==> src/inc/dagcr_defs.svh <==
`ifndef DAGCR_DEFS_SVH
`define DAGCR_DEFS_SVH

// register address space
`define DAGCR_GLOB_CFG_ADDR 7'h00
`define DAGCR_WRITE_FLAG 8'h80
`define DAGCR_GLOB_CFG_W 11
`define DAGCR_GLOB_CFG_RESET 11'h000

// global configuration field positions
`define DAGCR_BIT_SINGLE_DRIVER 0
`define DAGCR_BIT_RSVD_LO 1
`define DAGCR_BIT_RSVD_HI 2
`define DAGCR_BIT_POSCMP 3
`define DAGCR_BIT_IDX_SRC 4
`define DAGCR_BIT_SHAFT1 8
`define DAGCR_BIT_SHAFT2 9
`define DAGCR_BIT_LOCK 10

// pin input synchroniser depth
`define DAGCR_SYNC_STAGES 3

`endif

==> src/inc/dagcr_pkg.sv <==
package dagcr_pkg;

  // global configuration layout, msb first
  typedef struct packed {
    logic lock;
    logic shaft2;
    logic shaft1;
    logic test_mode;
    logic enc2_refsel;
    logic enc2_enable;
    logic encoder_one_index_source;
    logic poscmp_enable;
    logic [1:0] reserved;
    logic single_driver;
  } dagcr_glob_cfg_t;

  // one register access from the serial front end
  typedef struct packed {
    logic valid;
    logic [7:0] addr;
    logic [31:0] wdata;
  } dagcr_req_t;

  // answer to a register access
  typedef struct packed {
    logic valid;
    logic hit;
    logic [31:0] rdata;
  } dagcr_rsp_t;

  // per-driver control bundle
  typedef struct packed {
    logic enable;
    logic [3:0] phase;
  } dagcr_drv_t;

endpackage

==> src/verilog/dagcr_pinmux.sv <==
`timescale 1ns/1ps
`include "dagcr_defs.svh"

module dagcr_pinmux (
  input wire logic clk,
  input wire logic rst,
  input wire logic poscmp_en,
  input wire logic index_src_sel,
  input wire logic interface_select,
  input wire logic enc1_a_i,
  input wire logic enc1_b_i,
  input wire logic serial_wire_positive,
  input wire logic io0_i,
  input wire logic left_limit_input_axis1,
  input wire logic position_pulse_out,
  input wire logic irq_src,
  output logic enc1_a,
  output logic enc1_b,
  output logic enc1_index,
  output logic enc1_a_o,
  output logic enc1_a_oe,
  output logic enc1_b_o,
  output logic enc1_b_oe
);

  localparam int NPIN = 5;
  localparam int P_A = 0;
  localparam int P_B = 1;
  localparam int P_SW = 2;
  localparam int P_IO0 = 3;
  localparam int P_REFL = 4;

  logic [NPIN-1:0] raw;
  logic [NPIN-1:0] s1_q;
  logic [NPIN-1:0] s2_q;
  logic [NPIN-1:0] s3_q;
  logic [NPIN-1:0] flt_q;
  logic [NPIN-1:0] flt_d;
  logic idx_d;

  assign raw = {left_limit_input_axis1, io0_i, serial_wire_positive,
                enc1_b_i, enc1_a_i};

  // accept a change only once stages two and three agree
  assign flt_d = (~(s2_q ^ s3_q) & s3_q) | ((s2_q ^ s3_q) & flt_q);

  // three-stage synchroniser, first stage feeds only the second
  always_ff @(posedge clk) begin
    if (rst) begin
      s1_q <= '0;
      s2_q <= '0;
      s3_q <= '0;
      flt_q <= '0;
    end else begin
      s1_q <= raw;
      s2_q <= s1_q;
      s3_q <= s2_q;
      flt_q <= flt_d;
    end
  end

  // index source: reference switch or interface-dependent pin
  assign idx_d = index_src_sel ? flt_q[P_REFL] :
                 (interface_select ? flt_q[P_IO0] : flt_q[P_SW]);

  // pin ownership follows the compare enable
  always_ff @(posedge clk) begin
    if (rst) begin
      enc1_a <= 1'b0;
      enc1_b <= 1'b0;
      enc1_index <= 1'b0;
      enc1_a_o <= 1'b0;
      enc1_a_oe <= 1'b0;
      enc1_b_o <= 1'b0;
      enc1_b_oe <= 1'b0;
    end else begin
      enc1_a <= poscmp_en ? 1'b0 : flt_q[P_A];
      enc1_b <= poscmp_en ? 1'b0 : flt_q[P_B];
      enc1_index <= idx_d;
      enc1_a_o <= poscmp_en & position_pulse_out;
      enc1_b_o <= poscmp_en & irq_src;
      enc1_a_oe <= poscmp_en;
      enc1_b_oe <= poscmp_en;
    end
  end
endmodule // dagcr_pinmux

==> src/verilog/dagcr_top.sv <==
`timescale 1ns/1ps
`include "dagcr_defs.svh"
// Functional notes
// at reset every register bit is cleared to zero.
// an address with 0x80 added is a write to the register at the base.
// single-driver bit set makes driver 2 copy driver 1, ignoring its own.
// software sets the single-driver bit before enabling the drivers.
// software always writes zero to reserved bits 1 and 2.
// compare bit set turns encoder 1 A/B pins into pulse and irq outputs.
// bit 4 picks index from left limit, else serial wire or io pin.
// an address byte with msb clear reads the register and changes nothing.

module dagcr_top (
  input wire logic clk,
  input wire logic rst,
  input wire dagcr_pkg::dagcr_req_t req,
  output dagcr_pkg::dagcr_rsp_t rsp,
  output dagcr_pkg::dagcr_glob_cfg_t global_configuration,
  input wire dagcr_pkg::dagcr_drv_t drv1_cmd,
  input wire dagcr_pkg::dagcr_drv_t drv2_cmd,
  output dagcr_pkg::dagcr_drv_t drv1_out,
  output dagcr_pkg::dagcr_drv_t drv2_out,
  output logic motor1_dir_invert,
  output logic motor2_dir_invert,
  input wire logic interface_select,
  input wire logic enc1_a_i,
  input wire logic enc1_b_i,
  input wire logic serial_wire_positive,
  input wire logic io0_i,
  input wire logic left_limit_input_axis1,
  input wire logic position_pulse_out,
  input wire logic irq_src,
  output logic enc1_a,
  output logic enc1_b,
  output logic enc1_index,
  output logic enc1_a_o,
  output logic enc1_a_oe,
  output logic enc1_b_o,
  output logic enc1_b_oe
);

  dagcr_pkg::dagcr_glob_cfg_t global_configuration_q;
  dagcr_pkg::dagcr_glob_cfg_t global_configuration_d;
  dagcr_pkg::dagcr_glob_cfg_t cfg;
  dagcr_pkg::dagcr_rsp_t rsp_q;
  dagcr_pkg::dagcr_rsp_t rsp_d;
  dagcr_pkg::dagcr_drv_t drv1_q;
  dagcr_pkg::dagcr_drv_t drv2_q;
  dagcr_pkg::dagcr_drv_t drv2_d;
  logic m1_inv_q;
  logic m2_inv_q;
  logic iface_s1_q;
  logic iface_s2_q;
  logic iface_s3_q;
  logic iface_sel_q;
  logic iface_sel_d;
  logic is_write;
  logic hit;
  logic cfg_wr;

  // address byte decode: msb selects write, low seven bits the register
  function automatic logic addr_hits_cfg(input logic [7:0] a);
    addr_hits_cfg = (a[6:0] == `DAGCR_GLOB_CFG_ADDR);
  endfunction

  // short alias keeps the decode and the checks below readable
  assign cfg = global_configuration_q;
  assign is_write = req.valid & req.addr[7];
  assign hit = addr_hits_cfg(req.addr);
  // lock bit freezes the register against later writes
  assign cfg_wr = is_write & hit & ~cfg.lock;
  assign global_configuration_d = cfg_wr ?
    dagcr_pkg::dagcr_glob_cfg_t'(req.wdata[`DAGCR_GLOB_CFG_W-1:0]) : cfg;

  // reads return the register zero-extended, unmapped reads return zero
  assign rsp_d.valid = req.valid;
  assign rsp_d.hit = req.valid & hit;
  assign rsp_d.rdata = (req.valid & ~req.addr[7] & hit) ?
    {21'h0, cfg} : 32'h00000000;

  // configuration register, cleared at reset
  always_ff @(posedge clk) begin
    if (rst) begin
      global_configuration_q <=
        dagcr_pkg::dagcr_glob_cfg_t'(`DAGCR_GLOB_CFG_RESET);
    end else begin
      global_configuration_q <= global_configuration_d;
    end
  end

  // answer register, one cycle after the request
  always_ff @(posedge clk) begin
    if (rst) begin
      rsp_q <= '0;
    end else begin
      rsp_q <= rsp_d;
    end
  end

  // single-driver mode: driver 2 mirrors driver 1 and its own controls drop
  // out; switching this live glitches the bridges, so set it first
  assign drv2_d = cfg.single_driver ? drv1_cmd : drv2_cmd;

  always_ff @(posedge clk) begin
    if (rst) begin
      drv1_q <= '0;
      drv2_q <= '0;
      m1_inv_q <= 1'b0;
      m2_inv_q <= 1'b0;
    end else begin
      drv1_q <= drv1_cmd;
      drv2_q <= drv2_d;
      m1_inv_q <= cfg.shaft1;
      m2_inv_q <= cfg.single_driver ? cfg.shaft1 : cfg.shaft2;
    end
  end

  // strap pin is asynchronous: three flops, and a change only counts once
  // the last two agree, so a bouncing strap cannot flip the index source
  assign iface_sel_d = (iface_s2_q == iface_s3_q) ? iface_s3_q : iface_sel_q;

  always_ff @(posedge clk) begin
    if (rst) begin
      iface_s1_q <= 1'b0;
      iface_s2_q <= 1'b0;
      iface_s3_q <= 1'b0;
      iface_sel_q <= 1'b0;
    end else begin
      iface_s1_q <= interface_select;
      iface_s2_q <= iface_s1_q;
      iface_s3_q <= iface_s2_q;
      iface_sel_q <= iface_sel_d;
    end
  end

  dagcr_pinmux u_pinmux (
    .clk(clk),
    .rst(rst),
    .poscmp_en(cfg.poscmp_enable),
    .index_src_sel(cfg.encoder_one_index_source),
    .interface_select(iface_sel_q),
    .enc1_a_i(enc1_a_i),
    .enc1_b_i(enc1_b_i),
    .serial_wire_positive(serial_wire_positive),
    .io0_i(io0_i),
    .left_limit_input_axis1(left_limit_input_axis1),
    .position_pulse_out(position_pulse_out),
    .irq_src(irq_src),
    .enc1_a(enc1_a),
    .enc1_b(enc1_b),
    .enc1_index(enc1_index),
    .enc1_a_o(enc1_a_o),
    .enc1_a_oe(enc1_a_oe),
    .enc1_b_o(enc1_b_o),
    .enc1_b_oe(enc1_b_oe)
  );

  assign rsp = rsp_q;
  assign global_configuration = global_configuration_q;
  assign drv1_out = drv1_q;
  assign drv2_out = drv2_q;
  assign motor1_dir_invert = m1_inv_q;
  assign motor2_dir_invert = m2_inv_q;
endmodule // dagcr_top
==> config.mk <==
export PLATFORM = sky130hd
export DESIGN_NAME = dagcr_top
export DESIGN_NICKNAME = d
export VERILOG_FILES = /design/src/inc/dagcr_pkg.sv /design/src/verilog/dagcr_pinmux.sv /design/src/verilog/dagcr_top.sv
export VERILOG_INCLUDE_DIRS = /design/src /design/src/inc
export SDC_FILE = /design/constraint.sdc
export NUM_CORES = 1
export LEC_CHECK = 0
export BUFFER_PORTS_ARGS = -buffer_cell sky130_fd_sc_hd__buf_2
export CAP_MARGIN = 20
export CORE_MARGIN = 2
export CORE_UTILIZATION = 47
export CTS_CLUSTER_SIZE = 16
export DETAILED_ROUTE_END_ITERATION = 10
export PLACE_DENSITY = 0.93
export SLEW_MARGIN = 10
export SYNTH_ARGS = -nofsm -noshare
export SYNTH_HDL_FRONTEND = slang
export SYNTH_HIERARCHICAL = 1
export SYNTH_SLANG_ARGS = --single-unit
==> constraint.sdc <==
create_clock -name clk -period 3.1 [get_ports clk]
set_input_delay 0.155 -clock clk [delete_from_list [all_inputs] [get_ports clk]]
set_output_delay 0.155 -clock clk [all_outputs]
set_load 0.005 [all_outputs]
* Word-level counts from Yosys, hierarchy flattened
Cells that the tools add are included.
** Operators by class
- Reduce and logical (&&, ||, !) cells :: 3
- Mux-type cells :: 4
- Bitwise gates (word level) :: 16
- Eq/ne operators :: 1
** Operator list (number)
- $and 5x5->5 :: 2
- $and 1x1->1 :: 8
- $logic_not 7->1 :: 1
- $mux 5 :: 1
- $not 5->5 :: 1
- $or 5x5->5 :: 1
- $xor 5x5->5 :: 1
- $reduce_or 2->1 :: 2
- $mux 1 :: 3
- $not 1->1 :: 3
- $eq 1x1->1 :: 1
** Storage, ports and cells
- Bits in registers :: 87
- Bits of input ports :: 61
- Logic and storage cells :: 58
- Output and inout port bits :: 64

* Logic depth before layout (Yosys ltp)
Gate-level depths: netlist (run 1).
- Depth in word-level cells :: 5
- Gate-level depth with buffers :: 4
- Gate-level depth less buffers :: 3

* Modules after synthesis
The synthesis (run 1) kept the hierarchy.
** Modules (own cells, without submodules)
- dagcr_top :: seq. area each 800.8 sq um, times used 1, cells an instance 142, area each 1535.2 sq um
- dagcr_pinmux :: seq. area each 520.5 sq um, times used 1, cells an instance 68, area each 788.3 sq um

* Worst setup path after synthesis (run 1)
Ideal clock, no wire load.
- Kind :: in2reg
- Start point :: input req[33] (netlist name)
- End point :: register global_configuration_q (netlist bit global_configuration[8])
- Setup time :: 0.121 ns
- Arrival time :: 1.047 ns
- Buffers on the path :: 1
- Setup slack :: 1.931 ns
- Data required time :: 2.979 ns
- Stages :: 4
- Path through :: nor4b_4 -> nand4b_1 -> buf_6 -> mux2_4
** Between the ends
- Longest elaborated chain between the ends :: 3
** Ends and longest elaborated chain
- start, declared :: RTL line dagcr_top.sv:16 : input wire dagcr_pkg::dagcr_req_t req,
- $logic_not 7->1 (no source line)
- $and 1x1->1 (2 in series) :: RTL line dagcr_top.sv:71 : assign cfg_wr = is_write & hit & ~cfg.lock;
- end signal, assigned :: RTL line dagcr_top.sv:84 : global_configuration_q <=
- end signal, assigned :: RTL line dagcr_top.sv:87 : global_configuration_q <= global_configuration_d;
- end, declared :: RTL line dagcr_top.sv:42 : dagcr_pkg::dagcr_glob_cfg_t global_configuration_q;
No other way between the ends.
A chain may end at the register's enable or synchronous reset.

* Worst setup path in the final report (run 1)
- Start point :: register global_configuration_q (netlist bit global_configuration[0])
- End point :: output global_configuration[0] (netlist name)
** RTL lines
- end, declared :: RTL line dagcr_top.sv:18 : output dagcr_pkg::dagcr_glob_cfg_t global_configuration,
No word-level cell between the ends.

==> flow_summary.ini, run 1 <==
[final_layout]
fillerInstances = 424
final_nets = 355
fin_cells = 366
insertedDiodeCount = 0
drive_gt1_frac = 0.358
area_delta_synth_final_pct = 24.4

[sta]
drv_slew = 0
max_freq_ghz = 0.801
hold_violations = 0
setup_viol = 0
period_needed_ns = 1.25
fin_setup_tns_ns = 0
rsz0062_at_grt = false
timing.clock.skew_ns = 0.00701
finalCritPeriodShare = 0.403

[worst_setup_path]
worst-path-buf-inv = 1
cp-start-kind = register
crit_path_top_delay_cell = dfxtp_1
arrival_ns = 1.09
r2r_end = global_configuration[8]
reg2reg_slack_ns = 1.95
worstSetupEndpointType = output pin
r2r_cells = 3
crit_family = flip-flops
startpoint = global_configuration[0]
critPathMaxStageDelay_ns = 0.58
path_class = reg2out
crit_path_cell_trace = buf_2
path_depth = 1
rr_startpoint = global_configuration[10]
cp.required_ns = 2.94
critPathMaxFanout = 9
cp-endpoint = global_configuration[0]

[clock_tree]
cts.sinks = 66
clk_pin_slew_ns = 0.06
cts_resized = 0
clockRootBuffer = clkbuf_8
postCtsSetupRepairBufs = 0
holdBufCountCts = 0
numCtsBuffers = 9
clock_latency_ns = 0.32
cts_buffer_depth = 2
cts.htree.levels = 3
cts_tree = yes

[floorplan]
initial_core_util = 0.489
core_area_um2 = 4750
fp-row-count = 25
io_pins = 125
die_height_um = 74.3
die_width_um = 74.3
dieArea_um2 = 5520

[yosys]
synth.distinct_cells = 24
synth-edff-count = 0
synthTopCellsByArea = dfxtp_1 57%, buf_4 7.4%, nor2b_1 7.3%
synthTopCellsByCount = 66 x dfxtp_1, 27 x nor2b_1, 23 x buf_4
synth_top_area_share = 0.569
synth.most_common_cell = dfxtp_1
yosysWarnings = 6
synthArstFlopShare = 0
ys_seq_area_frac = 0.569
syn_area_per_cell_um2 = 11.1
synth-main-ff-cell = dfxtp_1
ys_ff_latch = 66
synth_cells = 210
synth_area_um2 = 2320
synth_area_leader_cell = dfxtp_1

[placement]
gp_congestion = 0.671
dpl.hpwl_um = 2780
io_buffers = 82
dp.cells = 350

[routing]
drt_iter0_markers = 31
drt_first_pass_iters = 3
routed_via_density = 4.31
ant_nets = 0
routed_wl_um = 3920
route.detailed.drc = 0
num_vias = 1576
avgRoutedWirePerCell_um = 10.7

[power_and_ir_drop]
p_leak_nw = 1.40
peakVddDrop_mv = 0.273
powerDensity_nw_per_um2 = 566

[outcome]
status = complete, no violations

[global_route]
grt_max_degree = 36
grt_first_pass_wirelength_um = 5910
antenna_found_initial = 0
grt_usage = 0.146
globalRoute.totalOverflow = 0
grt_pass1_vias = 1395

[flow_run]
cap_violations = 0

[min_path]
min_path_type = in2reg
## area by class of cell
| class | instances | area [um2] | area share |
|---|---|---|---|
| Inverter | 1 | 3.75 | 0.00130 |
| Sequential cell | 66 | 1320 | 0.457 |
| Tap cell | 67 | 83.8 | 0.0290 |
| Clock buffer | 15 | 196 | 0.0680 |
| Multi-Input combinational cell | 132 | 855 | 0.296 |
| Timing Repair Buffer | 84 | 425 | 0.147 |
| Clock inverter | 1 | 5.00 | 0.00173 |
## cells by family (layout without fill, tap and decap cells)
| logic type | count (synthesis) | count (layout) | synth area share |
|---|---|---|---|
| AOI/OAI and AO/OA | 14 | 14 | 0.0350 |
| other | 1 | 21 | 0.00161 |
| DFF | 66 | 66 | 0.569 |
| and+or+nand+nor | 80 | 80 | 0.223 |
| muxes | 17 | 17 | 0.0754 |
| buffers and inverters | 32 | 101 | 0.0959 |
## routing by layer
metal | wire (um) | GRT usage | vias up
li1 | - | - | 794
met1 | 1580 | 0.154 | 709
met2 | 1990 | 0.252 | 68
met3 | 299 | 0.0393 | 5
met4 | 45 | 0.101 | 0
met5 | 0 | 0 | -
## stage by stage
step / cell area (um2) / power (W) / hold WS, ns / utilization / setup WS (ns)
floorplan: 2400 / 0.000947 / 0.227 / - / 1.93
global placement: 2690 / 0.000965 / 0.362 / 0.566 / 1.73
detailed placement: 2690 / 0.000967 / 0.366 / 0.566 / 1.71
CTS: 2890 / 0.00166 / 0.0197 / 0.608 / 1.81
global route: 2890 / 0.00171 / 0.0240 / 0.608 / 1.76
finish: 2890 / 0.00164 / 0.0405 / 0.608 / 1.85
## cells in the final DEF (no fill, tap or decap)
master     n
nor4b_4    1
and4bb_2   1
clkbuf_1   1
a21oi_1    6
nor4_4     1
clkinv_2   1
nor2b_2    1
clkbuf_8  14
o21ai_0    6
inv_1      1
and2_1    13
nor2_1     8
nand2b_1  18
dfxtp_1   66
nand4b_1   1
nand2_1    7
nor3b_2    2
mux2i_1   16
buf_4      2
a41oi_1    1
mux2_4     1
nor2b_1   27
a211oi_2   1
conb_1    21
buf_2     82
## worst min-delay path by stage
stage | start | endpoint | slack, ns | depth (start not counted)
final | serial_wire_positive | u_pinmux/s1_q[2] | 0.04 | 2
after global routing | interface_select | iface_s1_q | 0.02 | 2
after CTS | interface_select | iface_s1_q | 0.02 | 2
after detailed placement | position_pulse_out | u_pinmux/enc1_a_o | 0.37 | 2
after global placement | irq_src | u_pinmux/enc1_b_o | 0.36 | 2
after floorplan | rst | u_pinmux/s2_q[4] | 0.23 | 1
## sequential cells by signal, summed over array words and instances (netlist names), 5 cells and up, named ones only
name,cells
rsp,13
global_configuration,11
drv1_out,5
drv2_out,5
u_pinmux/s1_q,5
u_pinmux/s2_q,5
u_pinmux/s3_q,5
## power by group
part	internal [W]	switching (W)	total, W	leakage (nW)
clock	0.000399	0.000288	0.000688	0.106
sequential	0.000865	0.00000499	0.000870	0.538
combinational	0.0000395	0.0000378	0.0000773	0.756
Note: power is estimated with default switching activity, not from simulation.
==> run 2, diff against run 1 <==
--- a/config.mk
+++ b/config.mk
@@ -6,13 +6,14 @@
 export SDC_FILE = /design/constraint.sdc
 export NUM_CORES = 1
 export LEC_CHECK = 0
+export ABC_AREA = 1
 export BUFFER_PORTS_ARGS = -buffer_cell sky130_fd_sc_hd__buf_2
 export CAP_MARGIN = 20
 export CORE_MARGIN = 2
-export CORE_UTILIZATION = 47
+export CORE_UTILIZATION = 40
 export CTS_CLUSTER_SIZE = 16
 export DETAILED_ROUTE_END_ITERATION = 10
-export PLACE_DENSITY = 0.93
+export PLACE_DENSITY = 0.85
 export SLEW_MARGIN = 10
 export SYNTH_ARGS = -nofsm -noshare
 export SYNTH_HDL_FRONTEND = slang
==> constraint.sdc (replaced) <==
create_clock -name clk -period 1.14 [get_ports clk]
set_input_delay 0.057 -clock clk [delete_from_list [all_inputs] [get_ports clk]]
set_output_delay 0.057 -clock clk [all_outputs]
set_load 0.005 [all_outputs]
==> run 2 against run 1 <==
Flip-flop and latch count unchanged. Setup slack worse by 1.8 ns. Area after synthesis is 2.6% higher. Cell area increased by 8.8%. Core utilization fell by 7.0 points. Clock power grew to 2.7 times the previous value. Count of clock-buffer cells in the layout is 3 lower. Largest power group unchanged.
==> flow_summary.ini, run 2 <==
[placement]
dpl.hpwl_um = 3270
dp.cells = 432
gp_congestion = 0.769
io_buffers = 82

[final_layout]
layout_common_cells = 82 x buf_2, 66 x dfxtp_1, 51 x nor2_1
layout_commonest_cell = buf_2
insertedDiodeCount = 0
post-route-util = 0.538
final_nets = 445
area_delta_synth_final_pct = 32.0
drive_gt1_frac = 0.317
fin_cells = 463
largest_reg_flops = 13
fillerInstances = 525

[clock_tree]
cts_tree = yes
clk_pin_slew_ns = 0.07
cts_buffer_depth = 2
cts.htree.levels = 3
clock_latency_ns = 0.33
numCtsBuffers = 9
cts.sinks = 66
clockRootBuffer = clkbuf_8

[yosys]
syn_area_per_cell_um2 = 8.48
yosysWarnings = 6
synth_top_area_share = 0.554
synthTopCellsByCount = 66 x dfxtp_1, 51 x nor2_1, 49 x inv_1
ys_ff_latch = 66
synth_cells = 281
ys_seq_area_frac = 0.554
synth.distinct_cells = 20
synth-edff-count = 0
synth-main-ff-cell = dfxtp_1
synth_area_um2 = 2380
synth_area_leader_cell = dfxtp_1
synthArstFlopShare = 0
synth.most_common_cell = dfxtp_1
synthTopCellsByArea = dfxtp_1 55%, nor2_1 8.0%, buf_4 7.9%

[sta]
rsz0062_at_grt = false
fin_setup_tns_ns = 0
holdWs_ns = 0.00424
hold_violations = 0
period_needed_ns = 1.08
finalCritPeriodShare = 0.952
drv_slew = 0
setup_viol = 0
timing.clock.skew_ns = 0.00305
max_freq_ghz = 0.922

[routing]
drt_iter0_markers = 84
num_vias = 1965
drt_first_pass_iters = 4
routed_via_density = 4.24
routed_wl_um = 4880
route.detailed.drc = 0
avgRoutedWirePerCell_um = 10.5
ant_nets = 0

[worst_setup_path]
worst-path-buf-inv = 1
worstSetupEndpointType = output pin
crit_path_top_delay_cell = dfxtp_1
cp-start-kind = register
crit_path_cell_trace = buf_2
path_class = reg2out
reg2reg_slack_ns = 0.17
arrival_ns = 1.03
critPathMaxFanout = 8
cp.required_ns = 1.08
crit_family = flip-flops
critPathMaxStageDelay_ns = 0.51

[flow_run]
cap_violations = 0

[global_route]
globalRoute.totalOverflow = 0
grt_use_met1 = 0.167
grt_max_degree = 29
grt_pass1_vias = 1695
grt_usage = 0.155
grt_first_pass_wirelength_um = 7530
use_met2 = 0.270
antenna_found_initial = 0
busiest_layer = met2
grtUsageMet3 = 0.0367

[floorplan]
io_pins = 125
initial_core_util = 0.407
die_height_um = 81.2
dieArea_um2 = 6590
die_width_um = 81.2
fp-row-count = 28
core_area_um2 = 5850

[min_path]
min_path_type = in2reg

[power_and_ir_drop]
peakVddDrop_mv = 0.533
powerDensity_nw_per_um2 = 1440
p_leak_nw = 1.55

[outcome]
status = complete, no violations
## run 2: cell types whose count changed in the layout (fill, tap and decap cells not counted), sizes merged, moves of 13 or more
cell / change
nor2: +57
inv: +50
nor2b: -28
nand2b: -18
a21oi: +16
dlygate4sd3: +16
mux2i: -16
and2: -13
## run 2: cell type report
| cell class | instances | area, um2 | share of cell area |
|---|---|---|---|
| tap | 75 | 93.8 | 0.0298 |
| timing repair buffer | 104 | 641 | 0.204 |
| clock inverter | 3 | 40.0 | 0.0127 |
| inverter | 51 | 191 | 0.0609 |
| clock buffer | 12 | 145 | 0.0461 |
| multi-input combinational | 152 | 713 | 0.227 |
| sequential | 66 | 1320 | 0.420 |
## run 2: what timing repair did
action / CTS / global route
buffers inserted: 0 / 0
hold endpoints to repair: 19 / 0
hold buffers: 16 / 0
resized for setup: 0 / 0
## run 2: power by group
| group | switching [W] | internal (W) | leakage, nW |
|---|---|---|---|
| logic | 0.000147 | 0.000144 | 0.918 |
| clock network | 0.000817 | 0.00105 | 0.0962 |
| registers | 0.0000167 | 0.00235 | 0.538 |
## run 2: cell families after synthesis
family / Yosys count / share of synthesized area
and+or+nand+nor: 96 / 0.192
buffers and inverters: 83 / 0.178
DFF: 66 / 0.554
AOI/OAI and AO/OA: 35 / 0.0745
other: 1 / 0.00157
## run 2: final timing paths
check | startpoint | end | cells after the start
worst max-delay path | global_configuration[3] | global_configuration[3] | 1
worst min-delay path | drv2_cmd[3] | drv2_out[3] | 3
worst max register to register | global_configuration[10] | global_configuration[3] | 5
worst min register to register | u_pinmux/s1_q[3] | u_pinmux/s2_q[3] | 2
## run 2: metrics by stage
stage	power, W	area [um2]	worst slack (ns)
after floorplan	0.00260	2460	0.210
after global placement	0.00266	2800	0.140
after detailed placement	0.00267	2800	0.0936
after CTS	0.00456	3150	0.0463
after global routing	0.00470	3150	0.00710
final	0.00453	3150	0.0552
## run 2: per-layer routing
layer | part of all wire | vias up | routed length [um]
met1 | 0.40 | 873 | 1950
met3 | 0.062 | 13 | 302
met5 | 0 | - | 0
met2 | 0.51 | 74 | 2480
li1 | - | 1005 | -
met4 | 0.031 | 0 | 150
